## config.mk

```make
export PLATFORM = sky130hd
export DESIGN_NAME = lcd_segment_common_driver
export DESIGN_NICKNAME = d
export VERILOG_FILES = /design/src/lcd_pkg.sv /design/src/display_ram.sv /design/src/frame_timer.sv /design/src/lcd_segment_common_driver.sv
export VERILOG_INCLUDE_DIRS = /design/src
export SDC_FILE = /design/constraint.sdc
export NUM_CORES = 1
export LEC_CHECK = 0
export ABC_AREA = 1
export BUFFER_PORTS_ARGS = -buffer_cell sky130_fd_sc_hd__buf_2
export CAP_MARGIN = 20
export CORE_MARGIN = 5
export CORE_UTILIZATION = 42
export CTS_CLUSTER_SIZE = 16
export DETAILED_ROUTE_END_ITERATION = 16
export GPL_TIMING_DRIVEN = 0
export HOLD_SLACK_MARGIN = 0.03
export PLACE_DENSITY = 0.6
export SYNTH_ARGS = -nofsm -noshare
export SYNTH_HDL_FRONTEND = slang
export SYNTH_SLANG_ARGS = --single-unit
export TNS_END_PERCENT = 30
```

## constraint.sdc

```tcl
create_clock -name hclk -period 2.1 [get_ports hclk]
set_input_delay 0.21 -clock hclk [delete_from_list [all_inputs] [get_ports hclk]]
set_output_delay 0.21 -clock hclk [all_outputs]
set_load 0.1 [all_outputs]
```

## src/lcd_cfg.svh

```systemverilog
`ifndef LCD_CFG_SVH
`define LCD_CFG_SVH

// register indices; the bus byte address is four times the index
`define LCD_RAM_FIRST_IDX 8'h60
`define LCD_RAM_LAST_IDX 8'h71
`define LCD_CTRL_IDX 8'h72

// display memory and pin counts
`define LCD_RAM_DEPTH 18
`define LCD_RAM_LAST_ADDR 5'h11
`define LCD_SEGS 36
`define LCD_COMS 4
`define LCD_PORT_SEG_FIRST 20

// control register value after reset: stopped, blanked
`define LCD_CTRL_RESET 8'h10

// slot length exponents for frame period code 00
`define LCD_MAIN_EXP_BASE 4'hC
`define LCD_SUB_EXP_BASE 4'h5
`define LCD_DIV_W 15

// drive level codes, V0 is ground
`define LCD_LVL_V0 2'h0
`define LCD_LVL_V1 2'h1
`define LCD_LVL_V2 2'h2
`define LCD_LVL_V3 2'h3

`endif

```

## src/lcd_pkg.sv

```systemverilog
`include "lcd_cfg.svh"

package lcd_pkg;

  // display mode, in field order 00..11
  typedef enum logic [1:0] {DUTY_STOP, DUTY_HALF, DUTY_THIRD, DUTY_QUARTER} duty_t;

  // control register layout, bit 7 first
  typedef struct packed {
    logic drive_clock_select;
    logic watch_mode_run;
    logic divider_connect;
    logic blank_display;
    duty_t duty;
    logic [1:0] frame_period;
  } ctrl_t;

  typedef logic [1:0] level_t;

  // backplane and frontplane levels travel together
  typedef struct packed {
    level_t [`LCD_COMS-1:0] backplane_drive;
    level_t [`LCD_SEGS-1:0] frontplane_drive;
  } drive_t;

  // index of the last common phase for a duty
  function automatic logic [1:0] last_phase(input duty_t d);
    unique case (d)
      DUTY_STOP: last_phase = 2'h0;
      DUTY_HALF: last_phase = 2'h1;
      DUTY_THIRD: last_phase = 2'h2;
      DUTY_QUARTER: last_phase = 2'h3;
    endcase
  endfunction : last_phase

  // low-bit mask of the slot divider for an exponent
  function automatic logic [`LCD_DIV_W-1:0] slot_mask(input logic [3:0] e);
    logic [15:0] one_hot;
    one_hot = 16'h0001 << e;
    slot_mask = 15'(one_hot - 16'h0001);
  endfunction : slot_mask

endpackage : lcd_pkg

```

## src/display_ram.sv

```systemverilog
`timescale 1ns/100ps
`default_nettype none
`include "lcd_cfg.svh"

module display_ram (
  input wire logic hclk,
  input wire logic hresetn,
  input wire logic we,
  input wire logic [4:0] waddr,
  input wire logic [7:0] wdata,
  input wire logic [4:0] bus_raddr,
  output logic [7:0] bus_rdata,
  input wire logic [4:0] scan_raddr,
  output logic [7:0] scan_rdata
);
  import lcd_pkg::*;

  typedef struct packed {
    logic [`LCD_RAM_DEPTH-1:0][7:0] mem;
    logic [7:0] bus_rdata;
    logic [7:0] scan_rdata;
  } ram_state_t;

  ram_state_t st_reg, st_next;

  // write-first on both ports so a read right behind a write sees the new byte
  always_comb begin
    st_next = st_reg;
    if (we && waddr <= `LCD_RAM_LAST_ADDR) begin
      st_next.mem[waddr] = wdata;
    end
    st_next.bus_rdata = (bus_raddr <= `LCD_RAM_LAST_ADDR) ? st_next.mem[bus_raddr] : 8'h00;
    st_next.scan_rdata = (scan_raddr <= `LCD_RAM_LAST_ADDR) ? st_next.mem[scan_raddr] : 8'h00;
  end

  // cleared at reset so the first scans show a blank panel
  always_ff @(posedge hclk or negedge hresetn) begin
    if (!hresetn) begin
      st_reg <= '0;
    end else begin
      st_reg <= st_next;
    end
  end

  assign bus_rdata = st_reg.bus_rdata;
  assign scan_rdata = st_reg.scan_rdata;

endmodule : display_ram

`default_nettype wire

```

## src/frame_timer.sv

```systemverilog
`timescale 1ns/100ps
`default_nettype none
`include "lcd_cfg.svh"

module frame_timer (
  input wire logic hclk,
  input wire logic hresetn,
  input wire logic tick,
  input wire logic run,
  input wire logic [3:0] period_exp,
  output logic slot_end
);
  import lcd_pkg::*;

  typedef struct packed {
    logic [`LCD_DIV_W-1:0] div_cnt;
  } timer_state_t;

  timer_state_t st_reg, st_next;
  logic [`LCD_DIV_W-1:0] mask;

  // a slot lasts 2**period_exp ticks; masking tolerates a shorter period set mid-slot
  always_comb begin
    st_next = st_reg;
    mask = slot_mask(period_exp);
    slot_end = run && tick && ((st_reg.div_cnt & mask) == mask);
    if (!run || slot_end) begin
      st_next.div_cnt = '0;
    end else if (tick) begin
      st_next.div_cnt = st_reg.div_cnt + 15'h0001;
    end
  end

  always_ff @(posedge hclk or negedge hresetn) begin
    if (!hresetn) begin
      st_reg <= '0;
    end else begin
      st_reg <= st_next;
    end
  end

endmodule : frame_timer

`default_nettype wire

```

## src/lcd_segment_common_driver.sv

```systemverilog
`timescale 1ns/100ps
`default_nettype none
`include "lcd_cfg.svh"

module lcd_segment_common_driver #(
  parameter bit HIGH_SEGS_AS_PORT = 1'b0
) (
  input wire logic hclk,
  input wire logic hresetn,
  input wire logic hsel,
  input wire logic [31:0] haddr,
  input wire logic [1:0] htrans,
  input wire logic hwrite,
  input wire logic [2:0] hsize,
  input wire logic hready,
  input wire logic [31:0] hwdata,
  output logic hreadyout,
  output logic hresp,
  output logic [31:0] hrdata,
  input wire logic sub_clk_pin,
  input wire logic watch_mode,
  output lcd_pkg::drive_t lcd_drive,
  output logic divider_connect,
  output logic divider_enable
);
  import lcd_pkg::*;

  typedef struct packed {
    ctrl_t ctrl_reg;
    logic [1:0] phase;
    logic ac_frame;
    logic [4:0] scan_idx;
    logic [4:0] scan_prev;
    logic [`LCD_SEGS-1:0] seg_bits;
    drive_t drive;
    logic [1:0] sub_sync;
    logic sub_prev;
    logic wr_ram;
    logic wr_ctrl;
    logic rd_ram;
    logic rd_ctrl;
    logic [4:0] dp_addr;
    logic [7:0] ctrl_rd;
    logic div_en;
  } main_state_t;

  main_state_t st_reg, st_next;

  logic [7:0] idx;
  logic addr_ok;
  logic hit_ram;
  logic hit_ctrl;
  logic accept;
  logic [4:0] ram_raddr;
  logic [7:0] bus_rdata;
  logic [7:0] scan_rdata;
  logic running;
  logic tick;
  logic sub_rise;
  logic [3:0] period_exp;
  logic slot_end;
  level_t com_sel;
  level_t com_unsel;
  level_t seg_lit;
  level_t seg_unlit;

  // address phase decode: word transfers only, anything else is ignored
  assign idx = haddr[9:2];
  assign addr_ok = (haddr[31:10] == 22'h000000) && (haddr[1:0] == 2'h0);
  assign hit_ram = addr_ok && (idx >= `LCD_RAM_FIRST_IDX) && (idx <= `LCD_RAM_LAST_IDX);
  assign hit_ctrl = addr_ok && (idx == `LCD_CTRL_IDX);
  assign accept = hsel && hready && htrans[1] && (hsize == 3'h2);
  assign ram_raddr = 5'(idx - `LCD_RAM_FIRST_IDX);

  // the display stops when mode is stop or in watch mode without the run bit
  assign running = (st_reg.ctrl_reg.duty != DUTY_STOP) &&
                   !(watch_mode && !st_reg.ctrl_reg.watch_mode_run);

  // the subclock pin is sampled through two flops; only the second one is edge-detected
  assign sub_rise = st_reg.sub_sync[1] && !st_reg.sub_prev;
  assign tick = st_reg.ctrl_reg.drive_clock_select ? sub_rise : 1'b1;
  assign period_exp = st_reg.ctrl_reg.drive_clock_select ?
                      (`LCD_SUB_EXP_BASE + {2'h0, st_reg.ctrl_reg.frame_period}) :
                      (`LCD_MAIN_EXP_BASE + {2'h0, st_reg.ctrl_reg.frame_period});

  // two-frame ac pattern: frame b swaps the outer and the inner levels
  assign com_sel = st_reg.ac_frame ? `LCD_LVL_V0 : `LCD_LVL_V3;
  assign com_unsel = st_reg.ac_frame ? `LCD_LVL_V2 : `LCD_LVL_V1;
  assign seg_lit = st_reg.ac_frame ? `LCD_LVL_V3 : `LCD_LVL_V0;
  assign seg_unlit = st_reg.ac_frame ? `LCD_LVL_V1 : `LCD_LVL_V2;

  frame_timer u_timer (
    .hclk(hclk),
    .hresetn(hresetn),
    .tick(tick),
    .run(running),
    .period_exp(period_exp),
    .slot_end(slot_end)
  );

  display_ram u_ram (
    .hclk(hclk),
    .hresetn(hresetn),
    .we(st_reg.wr_ram),
    .waddr(st_reg.dp_addr),
    .wdata(hwdata[7:0]),
    .bus_raddr(ram_raddr),
    .bus_rdata(bus_rdata),
    .scan_raddr(st_reg.scan_idx),
    .scan_rdata(scan_rdata)
  );

  // next-state logic for bus, scan, phase sequencing and pin levels
  always_comb begin
    st_next = st_reg;
    st_next.sub_sync = {st_reg.sub_sync[0], sub_clk_pin};
    st_next.sub_prev = st_reg.sub_sync[1];

    // bus: capture address phase, finish writes in the data phase
    st_next.wr_ram = accept && hwrite && hit_ram;
    st_next.wr_ctrl = accept && hwrite && hit_ctrl;
    st_next.rd_ram = accept && !hwrite && hit_ram;
    st_next.rd_ctrl = accept && !hwrite && hit_ctrl;
    if (accept) begin
      st_next.dp_addr = ram_raddr;
    end
    if (st_reg.wr_ctrl) begin
      st_next.ctrl_reg = ctrl_t'(hwdata[7:0]);
    end
    // forward a control write that completes in the same edge as the read
    st_next.ctrl_rd = st_reg.wr_ctrl ? hwdata[7:0] : st_reg.ctrl_reg;

    // scan walks the memory on its own port, one byte a cycle, never waiting on the bus
    st_next.scan_idx = (st_reg.scan_idx == `LCD_RAM_LAST_ADDR) ? 5'h00 : st_reg.scan_idx + 5'h01;
    st_next.scan_prev = st_reg.scan_idx;
    st_next.seg_bits[{st_reg.scan_prev, 1'b0}] = scan_rdata[{1'b0, st_reg.phase}];
    st_next.seg_bits[{st_reg.scan_prev, 1'b1}] = scan_rdata[{1'b1, st_reg.phase}];

    // equal slots, wrap after the last phase of the duty and flip frame polarity
    if (!running) begin
      st_next.phase = 2'h0;
      st_next.ac_frame = 1'b0;
    end else if (slot_end) begin
      if (st_reg.phase >= last_phase(st_reg.ctrl_reg.duty)) begin
        st_next.phase = 2'h0;
        st_next.ac_frame = !st_reg.ac_frame;
      end else begin
        st_next.phase = st_reg.phase + 2'h1;
      end
    end

    // commons past the duty stay unselected, a waveform the panel does not use
    for (int c = 0; c < `LCD_COMS; c++) begin
      if (!running) begin
        st_next.drive.backplane_drive[c] = `LCD_LVL_V0;
      end else if (c == int'(st_reg.phase)) begin
        st_next.drive.backplane_drive[c] = com_sel;
      end else begin
        st_next.drive.backplane_drive[c] = com_unsel;
      end
    end

    // segments: lit on a set bit unless blanked; port-optioned segments get ground
    for (int s = 0; s < `LCD_SEGS; s++) begin
      if (!running || (HIGH_SEGS_AS_PORT && s >= `LCD_PORT_SEG_FIRST)) begin
        st_next.drive.frontplane_drive[s] = `LCD_LVL_V0;
      end else if (st_reg.seg_bits[s] && !st_reg.ctrl_reg.blank_display) begin
        st_next.drive.frontplane_drive[s] = seg_lit;
      end else begin
        st_next.drive.frontplane_drive[s] = seg_unlit;
      end
    end

    st_next.div_en = running;
  end

  // control, scan and pin state held here; reset leaves every pin at ground
  always_ff @(posedge hclk or negedge hresetn) begin
    if (!hresetn) begin
      st_reg <= '0;
      st_reg.ctrl_reg <= ctrl_t'(`LCD_CTRL_RESET);
    end else begin
      st_reg <= st_next;
    end
  end

  // zero wait states, always okay; unmapped reads return zero
  assign hreadyout = 1'b1;
  assign hresp = 1'b0;
  assign hrdata = st_reg.rd_ram ? {24'h000000, bus_rdata} :
                  st_reg.rd_ctrl ? {24'h000000, st_reg.ctrl_rd} : 32'h00000000;
  assign lcd_drive = st_reg.drive;
  assign divider_connect = st_reg.ctrl_reg.divider_connect;
  assign divider_enable = st_reg.div_en;

  // helper for assertions: ticks counted since the last slot end, valid while settings hold
  logic [15:0] tick_gap;
  logic gap_ok;
  always_ff @(posedge hclk or negedge hresetn) begin
    if (!hresetn) begin
      tick_gap <= 16'h0000;
      gap_ok <= 1'b0;
    end else begin
      if (slot_end) begin
        tick_gap <= 16'h0000;
      end else if (tick && running) begin
        tick_gap <= tick_gap + 16'h0001;
      end
      if (!running || st_reg.wr_ctrl) begin
        gap_ok <= 1'b0;
      end else if (slot_end) begin
        gap_ok <= 1'b1;
      end
    end
  end

  a_main_slot_len: assert property (
    @(posedge hclk) disable iff (!hresetn)
    slot_end && gap_ok && !st_reg.ctrl_reg.drive_clock_select |->
      tick_gap == {1'b0, slot_mask(`LCD_MAIN_EXP_BASE + {2'h0, st_reg.ctrl_reg.frame_period})})
    else $error("main clock slot length wrong");

  a_sub_slot_len: assert property (
    @(posedge hclk) disable iff (!hresetn)
    slot_end && gap_ok && st_reg.ctrl_reg.drive_clock_select |->
      tick_gap == {1'b0, slot_mask(`LCD_SUB_EXP_BASE + {2'h0, st_reg.ctrl_reg.frame_period})})
    else $error("subclock slot length wrong");

  a_phase_in_duty: assert property (
    @(posedge hclk) disable iff (!hresetn)
    running && $stable(st_reg.ctrl_reg) && slot_end |=> st_reg.phase <= last_phase(st_reg.ctrl_reg.duty))
    else $error("phase beyond duty");

  a_frame_flip: assert property (
    @(posedge hclk) disable iff (!hresetn)
    running && slot_end && st_reg.phase == last_phase(st_reg.ctrl_reg.duty) && !st_reg.wr_ctrl |=>
      st_reg.phase == 2'h0 && st_reg.ac_frame != $past(st_reg.ac_frame))
    else $error("frame polarity did not flip at wrap");

  a_stop_low: assert property (
    @(posedge hclk) disable iff (!hresetn)
    !running |=> st_reg.drive == '0 && !divider_enable)
    else $error("outputs not low while stopped");

  a_watch_stop: assert property (
    @(posedge hclk) disable iff (!hresetn)
    watch_mode && !st_reg.ctrl_reg.watch_mode_run |=> !divider_enable && st_reg.drive == '0)
    else $error("display kept running in watch mode");

  a_one_com_sel: assert property (
    @(posedge hclk) disable iff (!hresetn)
    running && $stable(st_reg.phase) && $stable(st_reg.ac_frame) && $past(running) |=>
      lcd_drive.backplane_drive[$past(st_reg.phase)] == ($past(st_reg.ac_frame) ? `LCD_LVL_V0 : `LCD_LVL_V3))
    else $error("active common not at selected level");

  a_blank_unlit: assert property (
    @(posedge hclk) disable iff (!hresetn)
    running && st_reg.ctrl_reg.blank_display |=>
      lcd_drive.frontplane_drive[0] == ($past(st_reg.ac_frame) ? `LCD_LVL_V1 : `LCD_LVL_V2))
    else $error("segment lit while blanked");

  a_ctrl_write: assert property (
    @(posedge hclk) disable iff (!hresetn)
    st_reg.wr_ctrl |=> divider_connect == $past(hwdata[5]) ##1 st_reg.ctrl_reg.divider_connect == $past(hwdata[5], 2))
    else $error("divider connect not taken from write");

  c_quarter_wrap: cover property (@(posedge hclk) disable iff (!hresetn)
    st_reg.ctrl_reg.duty == DUTY_QUARTER && slot_end && st_reg.phase == 2'h3);
  c_sub_slot: cover property (@(posedge hclk) disable iff (!hresetn)
    st_reg.ctrl_reg.drive_clock_select && slot_end);
  c_blank_run: cover property (@(posedge hclk) disable iff (!hresetn)
    running && st_reg.ctrl_reg.blank_display);
  c_ram_read: cover property (@(posedge hclk) disable iff (!hresetn)
    st_reg.rd_ram && bus_rdata != 8'h00);

endmodule : lcd_segment_common_driver

`default_nettype wire

```

==> Yosys cells after proc, flatten, opt, wreduce, memory -nomap -nowiden <==
Index checks and enable logic that the tools add are counted.
Widths: inputs -> output; s select.
{ "totals": {"input_bits": 76, "word_cells": 310, "out_inout_bits": 116, "reg_bits": 333} }
{ "classes": {"n_eq_ne": 12, "reduce_logical": 73, "n_addsub": 7, "n_shift": 1, "mux": 119, "bitwise": 1, "magnitude_cmp": 16} }
{ "op_table": {"columns": ["op", "count"], "rows": [
  ["$mux 2", 87],
  ["$bwmux 144", 1],
  ["$mux 144", 1],
  ["$bmux 8 s5", 2],
  ["$bwmux 36", 2],
  ["$mux 8", 8],
  ["$logic_and 1x1->1", 58],
  ["$demux 8 s5", 1],
  ["$mux 15", 2],
  ["$logic_not 22->1", 1],
  ["$lt 5x6->1 const B", 3],
  ["$add 15x1->15 const B", 1],
  ["$and 15x15->15", 1],
  ["$eq 15x15->1", 1],
  ["$le 5x5->1 const B", 3],
  ["$shl 1x4->15 const A", 1],
  ["$sub 15x1->15 const B", 1],
  ["$lt 6x7->1 const B", 2],
  ["$ge 6x1->1 const B", 2],
  ["$demux 1 s5", 2],
  ["$eq 8x7->1 const B", 1],
  ["$ge 8x7->1 const B", 1],
  ["$le 8x7->1 const B", 1],
  ["$pmux 2 s4", 1],
  ["26 further kinds", 45]
]} }

==> Depth between registers and ports, before layout <==
Gate-level depths: netlist (run 1).
{ "depth": {"ltp_word": 13, "depth_mapped": 17, "depth_no_buf": 16} }

==> Hierarchy <==
Synthesis (run 1) repeated with hierarchy kept, for this count alone.
{ "unflattened": {"cells_unflattened": 2380, "hier_area_um2": 17321.6} }
{ "modules_own_cells": {"columns": ["mod", "area_each_um2", "cells_each", "seq_area_each_um2", "instances"], "rows": [
  ["display_ram", 10491.3, 1564, 4003.8, 1],
  ["lcd_segment_common_driver", 5632.9, 641, 2829.0, 1],
  ["frame_timer", 1197.4, 175, 375.4, 1]
]} }

==> Worst setup path before layout (run 1) <==
Ideal clock, no wire load.
{ "synth_path": {"kind": "reg2out", "from": "register st_reg[6] (netlist name)", "to": "output port hrdata[5]", "path_buffers": 0, "path_stages_with_launch": 3, "t_required_ns": 1.890, "slack_ns": -1.277, "arrival_ns": 3.167, "path_cell_list": "dfrtp_1 inv_1 o21ai_0"} }
{ "synth_via": {"elab_chain_len": 2} }
{ "synth_rtl": {"columns": ["item", "line_no", "rtl"], "rows": [
  ["start: declaration", "lcd_segment_common_driver.sv:47", "main_state_t st_reg, st_next;"],
  ["start signal: assignment", "lcd_segment_common_driver.sv:183", "st_reg <= st_next;"],
  ["$mux 8", "lcd_segment_common_driver.sv:191", "st_reg.rd_ctrl ? {24'h000000, st_reg.ctrl_rd} : 32'h00000000;"],
  ["$mux 8", "lcd_segment_common_driver.sv:190", "assign hrdata = st_reg.rd_ram ? {24'h000000, bus_rdata} :"],
  ["end: declaration", "lcd_segment_common_driver.sv:19", "output logic [31:0] hrdata,"]
]} }
Every way passes these cells.

==> results of run 1 <==
==> worst min-delay path by stage <==
stage | slack, ns | from | to
finish | 0.06 | haddr[16] | st_reg[17]
global route | 0.06 | hwdata[3] | st_reg[4]
CTS | 0.03 | hwdata[3] | st_reg[4]
detailed placement | 0.23 | hresetn | st_next[18]
global placement | 0.32 | sub_clk_pin | st_next[20]
floorplan | -0.09 | hresetn | divider_enable
==> synthesized netlist by cell type, types with 4 or more instances <==
cell type	count
and2_1	13
xnor2_1	6
nand2_2	6
nor4_1	6
clkbuf_1	56
o21a_1	10
o21ai_1	24
buf_1	13
or2_0	4
clkinv_1	9
ha_1	11
inv_2	7
a21oi_1	78
inv_1	235
o22ai_1	6
nand4_1	20
buf_2	14
nor2_1	163
nor2_2	5
xor2_1	13
nand3_1	193
nand3_2	4
or2_2	12
o21ai_2	6
buf_4	112
o21ai_0	114
nor3_1	59
dfrtp_1	287
nand2_1	581
a21boi_1	6
o211ai_1	25
==> where the power goes <==
| part | switching, mW | internal (mW) | leakage [nW] |
|---|---|---|---|
| Clock | 2.49 | 3.66 | 0.575 |
| Sequential | 0.0919 | 5.64 | 3.27 |
| Combinational | 1.17 | 0.472 | 6.54 |
| Total | 3.74 | 9.77 | 10.4 |
==> layout make-up <==
type / instances / area (um2)
fill: 3558 / 16700
multi-input combinational: 1423 / 7750
sequential: 288 / 7220
timing repair buffer: 231 / 1710
buffer: 195 / 1320
clock buffer: 56 / 1080
inverter: 251 / 987
tap: 511 / 639
clock inverter: 8 / 86.3
==> placed cells by master (no fill, tap or decap), types with 38 or more instances in the layout <==
cell type  count
nand2_1      533
buf_2        142
dfrtp_1      281
buf_4        165
clkbuf_1      54
a21oi_1       68
inv_1        232
o21ai_2       38
nand3_1      153
nor3_1        56
nor2_1       135
nand2_2       38
o21ai_0       71
==> metrics by stage <==
stage | cells | utilization, %
CTS | 2961 | 54.9
global route | 2963 | 55.5
detailed placement | 2810 | 46.4
floorplan | 2156 | -
global placement | 2806 | 46.2
finish | 2963 | 55.5
==> worst max-delay path: stages (launching register included) <==
cell	delay, ns
dfrtp_1	0.40
buf_6	0.15
nor2_4	0.17
nand2_4	0.11
a21oi_4	0.20
nand2_4	0.11
buf_8	0.15
nand2_1	0.07
o21ai_2	0.08
nand2_1	0.09
nand3_1	0.07
nand2_1	0.12
nand2_1	0.12
nand2_1	0.09
nand3_1	0.08
a21oi_2	0.19
==> logic make-up after synthesis <==
family / Yosys count
AO/OA/AOI/OAI: 282
XOR/XNOR: 19
adder cells (fa/ha/maj): 11
buffers and inverters: 446
flip-flops: 288
other: 2
AND/OR/NAND/NOR: 1084
==> metal layers <==
| metal | part of all wire (%) | vias to the layer above | track usage [%] |
|---|---|---|---|
| met5 | 0 | - | 0 |
| met4 | 5.5 | 0 | 13.7 |
| met3 | 10 | 183 | 7.73 |
| met2 | 45 | 741 | 43.7 |
| met1 | 40 | 7407 | 36.0 |
| li1 | - | 7285 | - |
==> repair_timing <==
item	in CTS	in global routing
resized for setup	361	57
cloned	7	0
buffers inserted	66	2
hold endpoints to repair	96	0
pin swaps	78	30
hold buffers	14	0
endpoints found under the setup margin	82	43
==> out/qor.csv, run 1 <==
metric,value,unit
outcome,finished with violations,
failed_checks,setup timing,
htreeDepth,2,
power.density,650,nW/um2
worst_pin_slew,1.10,ns
synth-edff-count,0,
worstHoldPathType,in -> reg,
timing.final.crit_share,110,%
yosys.area_share.simple,29.4,%
vias,15600,
grt_use_total,28.0,%
yosys_warnings,0,
syn2layout_area_growth,30.9,%
io_pins,192,
avgViaCountPerCell,5.27,
rsz0062_at_grt,yes,
clkTransAtPathRegs,0.05,ns
synthAdderAreaFrac,0.867,%
cts_tree,yes,
ys.flop_type,dfrtp_1,
drcViolationCount,0,
first_global_vias,15400,
rrSetupSlack,-0.21,ns
routabilityCongestion,0.983,
ant_nets,0,
yosysUniqueCellTypes,51,
required,2.55,ns
synth-xor-area-share,1.05,%
seq_area_frac_synth,45.4,%
cp_max_fo,6,
post-synth-top-area-fraction,45.2,%
peakVddDrop,0.577,mV
grt_max_degree,112,
hold_path_depth,6,
r2r_end,u_ram.scan_rdata[6],
antenna_found_initial,0,
worstSetupPathType,reg -> reg,
post-place-ws,-1.04,ns
dieArea,41800,um2
clock_latency,0.56,ns
port_buffers,139,
grt_pass1_wl,89.7,mm
gr-total-overflow,0,
fp.coreArea,37500,um2
hold_viol,0,
start_util,42.4,%
placed_area,17400,um2
p_total,13.5,mW
yosys-top-cells-area,"dfrtp_1 45%, nand2_1 14%, nand3_1 6.1%",
worst_slack,-0.213,ns
maxSlewViolCount,0,
cts_max_path_buffers,3,
worst_r2r_startpoint,st_reg[12],
start_kind,flop,
setup_viol,17,
synth_area,15900,um2
fin_setup_tns,-2.79,ns
wire_per_inst,19.8,um
worst_setup_path_end_kind,flop,
cellLeakagePower,10.4,nW
endpoint,u_ram.scan_rdata[6],
hpwlAfterDp,39.6,mm
placementRows,71,
critical_path.startpoint,st_reg[12],
fin_nets,2513,
numCtsBuffers,36,
synthMuxAreaShare,0,%
min_period,2.31,ns
holdWs,0.0637,ns
skew,0.0232,ns
synth.avg_cell_area,7.45,um2
dr.pass1.iters,5,
syn_inst,2132,
drt_iter0_drc,1468,
synth_compound_area_share,10.0,%
largest_reg_flops,144,
arrival,2.77,ns
die_h,204,um
drive_gt1_share,27.2,%
fp.dieW,204,um
root_buffer,clkbuf_16,
fmax,432,MHz
yosys.area.top_type,dfrtp_1,
ys_seq_elements,288,
fin_area,20800,um2
cts_sinks,288,
synth_top_family_by_area,simple AND/OR/NAND/NOR gates,
num_antenna_cells,0,
wirelength,58.7,mm
timing.slew.headroom,26.7,%
reg2reg_depth,15,
synth-async-reset-ratio,100,%
maxCapViolCount,0,
Note: power is estimated with default switching activity, not from simulation.
==> inputs of run 2 (changes only) <==
- CORE_MARGIN: 5 -> unset
==> run 2 against run 1 <==
The flow still finishes with violations (setup timing). First-iteration DRC count grew 3.8%. Count of clock-buffer cells in the layout shrank 7. Cell count is essentially flat. Non-clock buffer count grew 8. Die area shrank 7.7%. Via count grew 0.63%. Total power grew 3.6%. Global-route usage grew 2.1 points.
==> out/qor.csv, run 2 (synthesized netlist as in run 1, its figures left out) <==
metric,value,unit,change
r2r_end,u_ram.bus_rdata[5],,
worst_pin_slew,1.02,ns,-0.0832 ns
skew,0.0138,ns,-0.00940 ns
hold_path_depth,3,,-3
port_buffers,139,,unchanged
final_common_cell,nand2_1,,
worst_slack,-0.209,ns,+0.00460 ns
p_total,14.0,mW,+3.6%
dieArea,38600,um2,-7.7%
fmax,433,MHz,+0.20%
num_antenna_cells,0,,unchanged
routabilityCongestion,0.990,,+0.75%
ant_nets,0,,unchanged
hp-start,hwdata[4],,
start_util,43.1,%,+0.71 points
cp_slowest_cell,dfrtp_1,,
first_global_vias,14800,,-3.9%
avgViaCountPerCell,5.30,,+0.57%
drcViolationCount,0,,unchanged
grt_use_met1,39.6,%,+3.6 points
cts_max_path_buffers,3,,unchanged
arrival,2.77,ns,about the same
hold_viol,0,,unchanged
maxCapViolCount,0,,unchanged
start_kind,flop,,
outcome,finished with violations,,
worst_setup_path_end_kind,flop,,
instances_no_fill,2965,,+0.067%
root_buffer,clkbuf_16,,
grt_max_degree,109,,-2.7%
timing.slew.headroom,32.2,%,+5.5 points
maxSlewViolCount,0,,unchanged
die_h,196,um,-3.9%
clock_latency,0.56,ns,about the same
reg2reg_depth,15,,unchanged
final_cell_mix,"532 x nand2_1, 281 x dfrtp_1, 229 x inv_1",,
crit_path_max_incr_delay,0.37,ns,-0.03 ns
fin_setup_tns,-2.44,ns,+0.353 ns
critical_path.startpoint,st_reg[11],,
gr-total-overflow,0,,unchanged
antenna_found_initial,0,,unchanged
grt_use_total,30.1,%,+2.1 points
seqCellArea,7220,um2,unchanged
timing.final.crit_share,110,%,-0.22 points
cp_max_fo,10,,+4
worstHoldPathType,in -> reg,,
numCtsBuffers,36,,unchanged
dp.cells,2803,,-0.25%
dr.pass1.iters,6,,+1
rrSetupSlack,-0.21,ns,about the same
io_pins,192,,unchanged
busiest_layer,met2,,
peakVddDrop,0.618,mV,+7.1%
drt_iter0_drc,1524,,+3.8%
failed_checks,setup timing,,
setup_viol,16,,-1
worst_r2r_startpoint,st_reg[11],,
gr-usage-met3,6.14,%,-1.6 points
min_period,2.31,ns,-0.00460 ns
syn2layout_area_growth,32.4,%,
cellLeakagePower,10.5,nW,+0.99%
use_met2,47.2,%,+3.6 points
holdWs,0.0474,ns,-0.0164 ns
required,2.56,ns,about the same
worstSetupPathType,reg -> reg,,
cts_tree,yes,,
wire_per_inst,19.7,um,-0.57%
power.density,666,nW/um2,+2.4%
crit_chain,buf_6 > inv_4 > nand3_4 > inv_6 > nand3_2 > buf_6 > nand2_1 > nand2_1 > nand2_1 > o21ai_0 > nor2_1 > nor2_1 > nand2_2 > nand3_4 > a21boi_4,,
min_to,st_reg[154],,
fin_nets,2521,,+0.32%
drive_gt1_share,28.1,%,+0.92 points
fp.coreArea,36900,um2,-1.6%
rsz0062_at_grt,yes,,
wirelength,58.4,mm,-0.50%
crit_top_cell,nand2_1,,
clkTransAtPathRegs,0.06,ns,about the same
fill_cells,3322,,-6.6%
largest_reg_flops,144,,unchanged
hpwlAfterDp,39.2,mm,-1.1%
vias,15700,,+0.63%
grt_pass1_wl,87.6,mm,-2.4%
fp.dieW,196,um,-3.9%
htreeDepth,2,,unchanged
multi_input_area,7830,um2,+1.1%
placementRows,70,,-1.4%
cts_sinks,288,,unchanged
-- run 2: cell count changes in the layout (fill, tap and decap cells not counted), sizes merged, moves of 3 or more --
cell      change
buf           +5
clkinvlp      +4
bufinv        +3
clkbuf        -5
-- run 2: metrics by stage --
step                cell area (um2)  setup slack, ns  util, %
global route                  21000           -0.277     57.0
CTS                           20500          -0.0994     55.7
global placement              17300            -4.75     46.9
floorplan                     16000           -0.213        -
finish                        21000           -0.209     57.0
detailed placement            17400            -1.02     47.1
-- run 2: report_power, final --
part	total (mW)	switching [mW]	leakage, nW	internal, mW
clock network	6.55	2.54	0.611	4.01
registers	5.73	0.0867	3.27	5.64
logic	1.72	1.19	6.60	0.533
-- run 2: critical path: cells and delay by family (launching register included) --
family / cells / cell delay [ns]
buffers and inverters: 4 / 0.52
DFF: 1 / 0.37
AOI/OAI and AO/OA: 2 / 0.28
and+or+nand+nor: 9 / 1.04
-- run 2: how the worst max path moves through the flow --
stage,endpoint,slack [ns],cells after the start
3_3_place_gp,u_ram.st_reg[68],-4.75,1
5_1_grt,u_ram.bus_rdata[5],-0.28,15
6_report,u_ram.bus_rdata[5],-0.21,15
2_1_floorplan,hrdata[0],-0.21,4
3_5_place_dp,u_ram.bus_rdata[3],-1.02,7
4_1_cts,u_ram.bus_rdata[3],-0.1,13
-- run 2: per-layer routing --
metal | wire (um) | share of wire [%]
met5 | 0 | 0
met4 | 3060 | 5.2
met3 | 5570 | 9.5
met2 | 26300 | 45
met1 | 23500 | 40
-- run 2: layout make-up --
type	count	area share, %
multi-input cells	1423	37.3
flip-flops and latches	288	34.3
repair buffers	239	8.50
plain buffers	195	6.27
clock buffers	49	4.99
inverters	251	4.67
well taps	504	3.00
clock inverters	16	0.976
-- run 2: repair_timing --
action	in CTS	in global routing
pin swaps	94	67
gates resized for setup	346	85
buffers inserted	55	20
hold buffers	15	0
cloned	4	3
setup endpoints to repair	82	42
endpoints found under the hold margin	123	0
